File: src/cwd_pkg.sv
package cwd_pkg;

    // Register addresses on the special function register bus
    localparam logic [7:0] ADDR_CONTROL_FLAGS  = 8'hD8;
    localparam logic [7:0] ADDR_MODE_CONFIG    = 8'hD9;
    localparam logic [7:0] ADDR_MODULE4_MODE   = 8'hDE;
    localparam logic [7:0] ADDR_COUNTER_LOW    = 8'hF9;
    localparam logic [7:0] ADDR_COUNTER_HIGH   = 8'hFA;
    localparam logic [7:0] ADDR_WD_OFFSET      = 8'hFD;
    localparam logic [7:0] ADDR_WD_COMPARE_HI  = 8'hFE;

    // Control register fields
    localparam int CTL_OVERFLOW_BIT = 7;
    localparam int CTL_RUN_BIT      = 6;
    localparam int CTL_MOD4_BIT     = 4;
    localparam int CTL_FLAGS_MSB    = 4;

    // Mode register fields
    localparam int MD_IDLE_BIT      = 7;
    localparam int MD_WD_ENABLE_BIT = 6;
    localparam int MD_WD_LOCK_BIT   = 5;
    localparam int MD_TB_MSB        = 3;
    localparam int MD_TB_LSB        = 1;
    localparam int MD_OVF_IRQ_BIT   = 0;

    // Module mode register fields used here
    localparam int M4_MATCH_BIT     = 3;
    localparam int M4_IRQ_EN_BIT    = 0;

    // Reset values
    localparam logic [7:0] RST_CONTROL_FLAGS = 8'h00;
    localparam logic [7:0] RST_MODE_CONFIG   = 8'h40;
    localparam logic [7:0] RST_BYTE          = 8'h00;

    // Counter limits
    localparam logic [15:0] COUNT_MAX = 16'hFFFF;
    localparam logic [7:0]  LOW_MAX   = 8'hFF;

    // Prescaler divisors, terminal counts
    localparam logic [3:0] DIV12_LAST = 4'hB;
    localparam logic [1:0] DIV4_LAST  = 2'h3;
    localparam logic [2:0] DIV8_LAST  = 3'h7;

    // Timebase codes
    typedef enum logic [2:0] {
        CWD_TB_SYS_DIV12 = 3'h0,
        CWD_TB_SYS_DIV4  = 3'h1,
        CWD_TB_TIMER0    = 3'h2,
        CWD_TB_EXT_FALL  = 3'h3,
        CWD_TB_SYS       = 3'h4,
        CWD_TB_OSC_DIV8  = 3'h5,
        CWD_TB_RSVD6     = 3'h6,
        CWD_TB_RSVD7     = 3'h7
    } cwd_timebase_e;

    // One bus access
    typedef struct packed {
        logic [7:0] addr;
        logic       wr;
        logic [7:0] wdata;
    } cwd_sfr_req_s;

endpackage : cwd_pkg

File: src/cwd_sync.sv
`timescale 1ns/10ps
module cwd_sync #(
    parameter int WIDTH = 1
) (
    input  wire logic             mclk,
    input  wire logic             reset_n,
    input  wire logic [WIDTH-1:0] async_in,
    output logic      [WIDTH-1:0] sync_out
);

    logic [WIDTH-1:0] stage1;

    // Two flops; first stage feeds only the second
    always_ff @(posedge mclk) begin
        if (!reset_n) begin
            stage1   <= '0;
            sync_out <= '0;
        end else begin
            stage1   <= async_in;
            sync_out <= stage1;
        end
    end

endmodule : cwd_sync

File: src/cwd_timebase.sv
`timescale 1ns/10ps
module cwd_timebase
    import cwd_pkg::*;
(
    input  wire logic          mclk,
    input  wire logic          reset_n,
    input  cwd_timebase_e      select,
    input  wire logic          timer0_overflow,
    input  wire logic          eci_level,
    input  wire logic          osc_level,
    output logic               tick
);

    logic [3:0] div12;
    logic [1:0] div4;
    logic [2:0] div8;
    logic       eci_prev;
    logic       osc_prev;

    wire        tick_div12 = (div12 == DIV12_LAST);
    wire        tick_div4  = (div4 == DIV4_LAST);
    wire        eci_fall   = eci_prev & ~eci_level;
    wire        osc_rise   = ~osc_prev & osc_level;
    wire        tick_osc8  = osc_rise & (div8 == DIV8_LAST);

    // Prescalers and edge history
    always_ff @(posedge mclk) begin
        if (!reset_n) begin
            div12    <= '0;
            div4     <= '0;
            div8     <= '0;
            eci_prev <= 1'b0;
            osc_prev <= 1'b0;
        end else begin
            div12    <= tick_div12 ? 4'h0 : div12 + 4'h1;
            div4     <= div4 + 2'h1;
            div8     <= osc_rise ? div8 + 3'h1 : div8;
            eci_prev <= eci_level;
            osc_prev <= osc_level;
        end
    end

    // Source select; reserved codes never tick
    assign tick = (select == CWD_TB_SYS_DIV12) ? tick_div12 :
                  (select == CWD_TB_SYS_DIV4)  ? tick_div4  :
                  (select == CWD_TB_TIMER0)    ? timer0_overflow :
                  (select == CWD_TB_EXT_FALL)  ? eci_fall   :
                  (select == CWD_TB_SYS)       ? 1'b1       :
                  (select == CWD_TB_OSC_DIV8)  ? tick_osc8  :
                  1'b0;

endmodule : cwd_timebase

File: src/cwd_watchdog.sv
// How it works
// - Reset when low byte overflows, compare equals high byte, watchdog on.
// - Writing one to module-4 flag while watchdog on forces reset.
// - Timebase and idle-suspend frozen while watchdog enabled.
// - Enable bit or lock bit turns watchdog on using module 4.
// - Lock holds watchdog on until reset; else clearing enable disables.
// - After reset watchdog on, divide-by-12, low and offset zero.
// - Counter wrap sets overflow flag; sticky until software clears it.
// - Run bit stops the counter at zero, runs it at one.
// - Module flags set by hardware, request interrupt, sticky until cleared.
// - Unused control bit 5, mode bit 4 read zero, ignore writes.
// - Idle-suspend bit halts the counter array while processor idle.
// - Three-bit timebase field selects one of six sources.
// - External oscillator divided by 8 synchronised before use.
// - Overflow interrupt enable masks or passes overflow request.
// - Overflow interrupt enable writes ignored while enable bit is one.
// - Compare high write while watchdog on reloads counter high plus offset.
// - Watchdog on forces counter run, blocks counter and module-4 mode writes.
// - Timeout equals 256 times offset plus 256 minus low byte.
`timescale 1ns/10ps
module cwd_watchdog
    import cwd_pkg::*;
(
    input  wire logic          mclk,
    input  wire logic          reset_n,
    input  cwd_sfr_req_s       sfr_req,
    input  wire logic          cpu_idle,
    input  wire logic          timer0_overflow,
    input  wire logic          eci_in,
    input  wire logic          ext_osc_in,
    input  wire logic [3:0]    module_match_event,
    input  wire logic [3:0]    module_irq_enable,
    output logic [7:0]         sfr_rdata,
    output logic               counter_array_irq,
    output logic               watchdog_reset
);

    // Stored state
    logic [7:0]  counter_low_byte;
    logic [7:0]  counter_high_byte;
    logic [7:0]  watchdog_offset_byte;
    logic [7:0]  watchdog_compare_high;
    logic [7:0]  module4_mode_register;
    logic        counter_overflow_flag;
    logic        counter_run_bit;
    logic [4:0]  module_match_flags;
    logic        idle_suspend_bit;
    logic        watchdog_enable_bit;
    logic        watchdog_lock_bit;
    cwd_timebase_e timebase_select;
    logic        overflow_irq_enable;
    logic [1:0]  pins_sync;
    logic        tb_tick;

    // Register decode
    wire wr_ctl  = sfr_req.wr & (sfr_req.addr == ADDR_CONTROL_FLAGS);
    wire wr_md   = sfr_req.wr & (sfr_req.addr == ADDR_MODE_CONFIG);
    wire wr_m4   = sfr_req.wr & (sfr_req.addr == ADDR_MODULE4_MODE);
    wire wr_low  = sfr_req.wr & (sfr_req.addr == ADDR_COUNTER_LOW);
    wire wr_high = sfr_req.wr & (sfr_req.addr == ADDR_COUNTER_HIGH);
    wire wr_off  = sfr_req.wr & (sfr_req.addr == ADDR_WD_OFFSET);
    wire wr_cmp  = sfr_req.wr & (sfr_req.addr == ADDR_WD_COMPARE_HI);
    wire [7:0] wd = sfr_req.wdata;

    // Watchdog enable state
    wire wd_on = watchdog_enable_bit | watchdog_lock_bit;

    // Counter run decision
    wire suspended = idle_suspend_bit & cpu_idle;
    wire running   = (counter_run_bit | wd_on) & ~suspended;
    wire advance   = running & tb_tick;
    wire [15:0] count      = {counter_high_byte, counter_low_byte};
    wire [15:0] count_next = count + 16'h0001;
    wire low_ovf   = advance & (counter_low_byte == LOW_MAX);
    wire wrap      = advance & (count == COUNT_MAX);

    // Watchdog trip sources
    wire wd_match  = wd_on & low_ovf
                   & (watchdog_compare_high == counter_high_byte);
    wire wd_force  = wd_on & wr_ctl & wd[CTL_MOD4_BIT];

    // Module 4 as plain compare when watchdog off
    wire m4_match  = ~wd_on & advance
                   & module4_mode_register[M4_MATCH_BIT]
                   & (count == {watchdog_compare_high,
                                watchdog_offset_byte});
    wire [4:0] flag_set = {m4_match, module_match_event};
    wire [4:0] flag_en  = {module4_mode_register[M4_IRQ_EN_BIT],
                           module_irq_enable};

    // Counter writes allowed only with watchdog off
    wire cnt_wr_low  = wr_low & ~wd_on;
    wire cnt_wr_high = wr_high & ~wd_on;

    // Mode write gating
    wire md_write    = wr_md & ~watchdog_enable_bit;
    wire md_freeze   = wd_on;

    // Compare high reload value
    wire [7:0] cmp_reload = counter_high_byte + watchdog_offset_byte;

    // Read data
    wire [7:0] rd_ctl = {counter_overflow_flag, counter_run_bit, 1'b0,
                         module_match_flags};
    wire [7:0] rd_md  = {idle_suspend_bit, watchdog_enable_bit,
                         watchdog_lock_bit, 1'b0, timebase_select,
                         overflow_irq_enable};
    wire [7:0] rd_mux =
        (sfr_req.addr == ADDR_CONTROL_FLAGS) ? rd_ctl :
        (sfr_req.addr == ADDR_MODE_CONFIG)   ? rd_md :
        (sfr_req.addr == ADDR_MODULE4_MODE)  ? module4_mode_register :
        (sfr_req.addr == ADDR_COUNTER_LOW)   ? counter_low_byte :
        (sfr_req.addr == ADDR_COUNTER_HIGH)  ? counter_high_byte :
        (sfr_req.addr == ADDR_WD_OFFSET)     ? watchdog_offset_byte :
        (sfr_req.addr == ADDR_WD_COMPARE_HI) ? watchdog_compare_high :
        8'h00;

    // Interrupt request
    wire irq_next = (counter_overflow_flag & overflow_irq_enable)
                  | |(module_match_flags & flag_en);

    // Next flag values; hardware set wins over software clear
    wire next_overflow = wrap |
        (wr_ctl ? wd[CTL_OVERFLOW_BIT] : counter_overflow_flag);
    wire [4:0] next_flags = flag_set |
        (wr_ctl ? wd[CTL_FLAGS_MSB:0] : module_match_flags);

    // Pin synchronisers
    cwd_sync #(
        .WIDTH    (2)
    ) u_pin_sync (
        .mclk     (mclk),
        .reset_n  (reset_n),
        .async_in ({ext_osc_in, eci_in}),
        .sync_out (pins_sync)
    );

    // Counter timebase
    cwd_timebase u_timebase (
        .mclk            (mclk),
        .reset_n         (reset_n),
        .select          (timebase_select),
        .timer0_overflow (timer0_overflow),
        .eci_level       (pins_sync[0]),
        .osc_level       (pins_sync[1]),
        .tick            (tb_tick)
    );

    // Counter bytes
    always_ff @(posedge mclk) begin
        if (!reset_n) begin
            counter_low_byte  <= RST_BYTE;
            counter_high_byte <= RST_BYTE;
        end else begin
            if (cnt_wr_low) begin
                counter_low_byte <= wd;
            end else if (advance) begin
                counter_low_byte <= count_next[7:0];
            end
            if (cnt_wr_high) begin
                counter_high_byte <= wd;
            end else if (advance) begin
                counter_high_byte <= count_next[15:8];
            end
        end
    end

    // Control register
    always_ff @(posedge mclk) begin
        if (!reset_n) begin
            counter_overflow_flag <= RST_CONTROL_FLAGS[CTL_OVERFLOW_BIT];
            counter_run_bit       <= RST_CONTROL_FLAGS[CTL_RUN_BIT];
            module_match_flags    <= RST_CONTROL_FLAGS[CTL_FLAGS_MSB:0];
        end else begin
            counter_overflow_flag <= next_overflow;
            module_match_flags    <= next_flags;
            if (wr_ctl) begin
                counter_run_bit <= wd[CTL_RUN_BIT];
            end
        end
    end

    // Mode register; enable and lock stay writable so software can
    // still disable or lock the watchdog while the rest is frozen
    always_ff @(posedge mclk) begin
        if (!reset_n) begin
            idle_suspend_bit    <= RST_MODE_CONFIG[MD_IDLE_BIT];
            watchdog_enable_bit <= RST_MODE_CONFIG[MD_WD_ENABLE_BIT];
            watchdog_lock_bit   <= RST_MODE_CONFIG[MD_WD_LOCK_BIT];
            timebase_select     <= cwd_timebase_e'(
                RST_MODE_CONFIG[MD_TB_MSB:MD_TB_LSB]);
            overflow_irq_enable <= RST_MODE_CONFIG[MD_OVF_IRQ_BIT];
        end else begin
            if (wr_md) begin
                watchdog_enable_bit <= wd[MD_WD_ENABLE_BIT];
                watchdog_lock_bit   <= watchdog_lock_bit
                                     | wd[MD_WD_LOCK_BIT];
            end
            if (md_write) begin
                overflow_irq_enable <= wd[MD_OVF_IRQ_BIT];
            end
            if (md_write && !md_freeze) begin
                idle_suspend_bit <= wd[MD_IDLE_BIT];
                timebase_select  <= cwd_timebase_e'(
                    wd[MD_TB_MSB:MD_TB_LSB]);
            end
        end
    end

    // Module 4 registers
    always_ff @(posedge mclk) begin
        if (!reset_n) begin
            watchdog_offset_byte  <= RST_BYTE;
            watchdog_compare_high <= RST_BYTE;
            module4_mode_register <= RST_BYTE;
        end else begin
            if (wr_off) begin
                watchdog_offset_byte <= wd;
            end
            if (wr_cmp) begin
                watchdog_compare_high <= wd_on ? cmp_reload : wd;
            end
            if (wr_m4 && !wd_on) begin
                module4_mode_register <= wd;
            end
        end
    end

    // Registered outputs
    always_ff @(posedge mclk) begin
        if (!reset_n) begin
            sfr_rdata         <= 8'h00;
            counter_array_irq <= 1'b0;
            watchdog_reset    <= 1'b0;
        end else begin
            sfr_rdata         <= rd_mux;
            counter_array_irq <= irq_next;
            watchdog_reset    <= wd_match | wd_force;
        end
    end

endmodule : cwd_watchdog

File: config.mk
export PLATFORM = sky130hd
export DESIGN_NAME = cwd_watchdog
export DESIGN_NICKNAME = d
export VERILOG_FILES = /design/src/cwd_pkg.sv /design/src/cwd_sync.sv /design/src/cwd_timebase.sv /design/src/cwd_watchdog.sv
export SDC_FILE = /design/constraint.sdc
export NUM_CORES = 1
export LEC_CHECK = 0
export ABC_AREA = 0
export BUFFER_PORTS_ARGS = -buffer_cell sky130_fd_sc_hd__buf_2
export CAP_MARGIN = 20
export CORE_ASPECT_RATIO = 1.2
export CORE_MARGIN = 5
export CORE_UTILIZATION = 50
export DETAILED_ROUTE_END_ITERATION = 12
export GPL_ROUTABILITY_DRIVEN = 0
export HOLD_SLACK_MARGIN = 0.08
export PLACE_DENSITY_LB_ADDON = 0.05
export SKIP_CTS_REPAIR_TIMING = 1
export SLEW_MARGIN = 15
export SYNTH_ARGS = -nofsm -noshare
export SYNTH_HDL_FRONTEND = slang
export SYNTH_SLANG_ARGS = --single-unit
File: constraint.sdc
create_clock -name mclk -period 3.9 [get_ports mclk]
set_input_delay 0.195 -clock mclk [delete_from_list [all_inputs] [get_ports mclk]]
set_output_delay 0.195 -clock mclk [all_outputs]
set_load 0.05 [all_outputs]
==> results.sh <==
export IMPL_slew_headroom_pct=36.2
export IMPL_ioPinCount=41
export IMPL_syn_area_um2=4290
export IMPL_clock_fmax_mhz=438
export IMPL_worst_slew_pin_slew_ps=956
export IMPL_die_x_um=94.5
export IMPL_area_delta_synth_final_pct=11.4
export IMPL_yosysTopAreaCell="dfxtp_1"
export IMPL_grt_setup_unrepaired="false"
export IMPL_root_buffer="clkbuf_8"
export IMPL_startpoint="watchdog_enable_bit$_SDFFE_PN1P_"
export IMPL_drt_iter0_markers=356
export IMPL_async_flop_share_pct=0
export IMPL_synth_fp_nets=531
export IMPL_path_class="flop to flop"
export IMPL_dr_pass1_iters=5
export IMPL_synth_cell_types=64
export IMPL_numCtsBuffers=9
export IMPL_hp_class="input pin to flop"
export IMPL_power_density_nw_per_um2=312
export IMPL_die_h_um=111
export IMPL_worstPathArrival_ps=2550
export IMPL_final_period_utilization_pct=58.6
export IMPL_wire_per_inst_um=19.6
export IMPL_grt_pass1_wl_mm=19.6
export IMPL_fillers=808
export IMPL_yosys_warnings=0
export IMPL_antenna_found_initial=0
export IMPL_placed_area_um2=4550
export IMPL_grt_overflow=0
export IMPL_rows=37
export IMPL_seq_area_frac_synth_pct=36.9
export IMPL_worstPathMaxFanout=11
export IMPL_final_area_um2=4780
export IMPL_finClkSkew_ps=9.51
export IMPL_grt_use_total_pct=24.2
export IMPL_setup_tns_ps=0
export IMPL_clock_sinks=79
export IMPL_synth_top_cell_area_share_pct=36.9
export IMPL_crit_path_end="counter_high_byte[5]$_SDFFE_PN0P_"
export IMPL_grt_max_degree=36
export IMPL_dp_hpwl_mm=9.07
export IMPL_clock_path_buffers=2
export IMPL_netlist_top_cells_area="dfxtp_1 (37%), mux2i_1 (6.5%), a21oi_1 (4.2%)"
export IMPL_clk_pin_slew_worst_paths_ps=90
export IMPL_cap_violations=0
export IMPL_drv_slew=0
export IMPL_synth_seq_cells=79
export IMPL_power_w=0.00149
export IMPL_fin_cells=640
export IMPL_p_leak_nw=1.94
export IMPL_synth_commonest_cells="dfxtp_1 (79), nor2_1 (43), a21oi_1 (36), nand2_1 (30), mux2i_1 (28)"
export IMPL_vias_per_cell=6.09
export IMPL_fin_nets=562
export IMPL_cp_start_kind="flop"
export IMPL_coreArea_um2=8470
export IMPL_finalHoldViolCount=0
export IMPL_max_vdd_ir_drop_uv=214
export IMPL_min_period_ps=2280
export IMPL_post_synth_top_count_cell="dfxtp_1"
export IMPL_first_global_vias=3590
export IMPL_start_util_pct=50.6
export IMPL_routed_wl_mm=12.6
export IMPL_post_route_drc_count=0
export IMPL_hold_start="module_match_event[1]"
export IMPL_dp_cells=619
export IMPL_ff2ff_path_depth=5
export IMPL_avgSynthCellArea_um2=8.80
export IMPL_r2r_start="watchdog_enable_bit$_SDFFE_PN1P_"
export IMPL_utilization_pct=56.4
export IMPL_run_status="finished, final reports clean"
export IMPL_cts_tree="done"
export IMPL_htreeDepth=3
export IMPL_synth_main_ff_cell="dfxtp_1"
export IMPL_die_area_um2=10500
export IMPL_diodes=0
export IMPL_syn_inst=487
export IMPL_clock_latency_ps=360
export IMPL_synth_edf_count=0
export IMPL_r2r_slack_ps=1620
export IMPL_ant_nets=0
export IMPL_dr_total_vias=3898
export IMPL_finalSetupViolCount=0
export IMPL_cp_required_ps=4170
export IMPL_r2r_end="counter_high_byte[5]$_SDFFE_PN0P_"
export IMPL_cp_end_kind="flop"
export IMPL_drive_above_1_share_pct=13.2
export IMPL_portBuffers=40
[per-layer routing]
metal	wire length, µm	share of wire, %	global-route usage [%]	vias up
li1	-	-	-	1882
met1	5340	42	30.9	1864
met2	6270	50	41.4	129
met3	712	5.7	3.65	23
met4	252	2.0	7.89	0
met5	0	0	0	-
[registers in the layout (all words and copies together), names as in the netlist, 2 cells and up]
| name | cells |
|---|---|
| watchdog_offset_byte | 8 |
| u_timebase.div4 | 2 |
| timebase_select | 3 |
| counter_low_byte | 8 |
| sfr_rdata | 8 |
| u_pin_sync.stage1 | 2 |
| counter_high_byte | 8 |
| module_match_flags | 5 |
| watchdog_compare_high | 8 |
| module4_mode_register | 8 |
| u_timebase.div12 | 4 |
| u_pin_sync.sync_out | 2 |
| u_timebase.div8 | 3 |
[worst max-delay path, cell delays in order, from the launching register on]
cell       delay (ps)
dfxtp_1           420
or2_1             280
a2bb2oi_2         450
o21ai_2           240
or4_1             540
a311oi_1          270
[area by class of cell]
| cell class | count | area, µm² | area share (%) |
|---|---|---|---|
| multi-input cells | 366 | 2540 | 53.1 |
| clock inverters | 5 | 32.5 | 0.681 |
| well taps | 117 | 146 | 3.07 |
| repair buffers | 51 | 295 | 6.18 |
| flip-flops and latches | 79 | 1580 | 33.1 |
| inverters | 11 | 41.3 | 0.865 |
| clock buffers | 11 | 141 | 2.96 |
[how the worst min path moves through the flow]
stage,endpoint,slack (ps),cells past startpoint
after global placement,u_pin_sync.stage1[0]$_SDFF_PN0_,400,2
after CTS,u_pin_sync.stage1[1]$_SDFF_PN0_,30,2
after detailed placement,u_pin_sync.stage1[1]$_SDFF_PN0_,410,2
after floorplan,watchdog_enable_bit$_SDFFE_PN1P_,320,2
after global routing,module_match_flags[1]$_SDFF_PN0_,90,3
final,module_match_flags[1]$_SDFF_PN0_,70,3
[power by group]
group	internal, W	switching [W]	total (W)
sequential	0.000818	0.00000716	0.000825
clock	0.000249	0.000309	0.000558
combinational	0.0000377	0.0000698	0.000108
[cells in the final DEF (no fill, tap or decap), drive strengths merged, types with 5 or more instances in the layout]
cell type / Yosys / routed
a21oi: 36 / 36
a222oi: 7 / 7
a22oi: 7 / 7
a31oi: 5 / 5
a32oi: 5 / 5
and2: 11 / 11
and3: 5 / 5
and4: 6 / 6
buf: 14 / 46
clkbuf: 17 / 11
dfxtp: 79 / 79
dlygate4sd3: 0 / 5
ha: 12 / 12
inv: 11 / 12
mux2i: 28 / 28
nand2: 30 / 30
nand2b: 7 / 7
nand3: 15 / 15
nand4: 8 / 8
nor2: 43 / 43
nor2b: 5 / 5
o2111ai: 8 / 8
o21ai: 27 / 27
or4: 5 / 5
xnor2: 12 / 12
xor2: 19 / 19
[kinds of logic after synthesis]
| family | after synthesis | synth area share (%) |
|---|---|---|
| buf+inv | 42 | 4.03 |
| mux | 30 | 7.07 |
| xor+xnor | 31 | 6.34 |
| compound gates | 135 | 21.8 |
| fa+ha+maj | 13 | 3.97 |
| simple gates | 157 | 19.9 |
| flops | 79 | 36.9 |
[per-stage QoR]
step	hold WS [ps]	worst slack (ps)
global route	87.5	1430
global placement	404	1720
CTS	31.6	1620
detailed placement	408	1610
finish	70.0	1620
floorplan	320	2060
(Power assumes the default switching activity.)
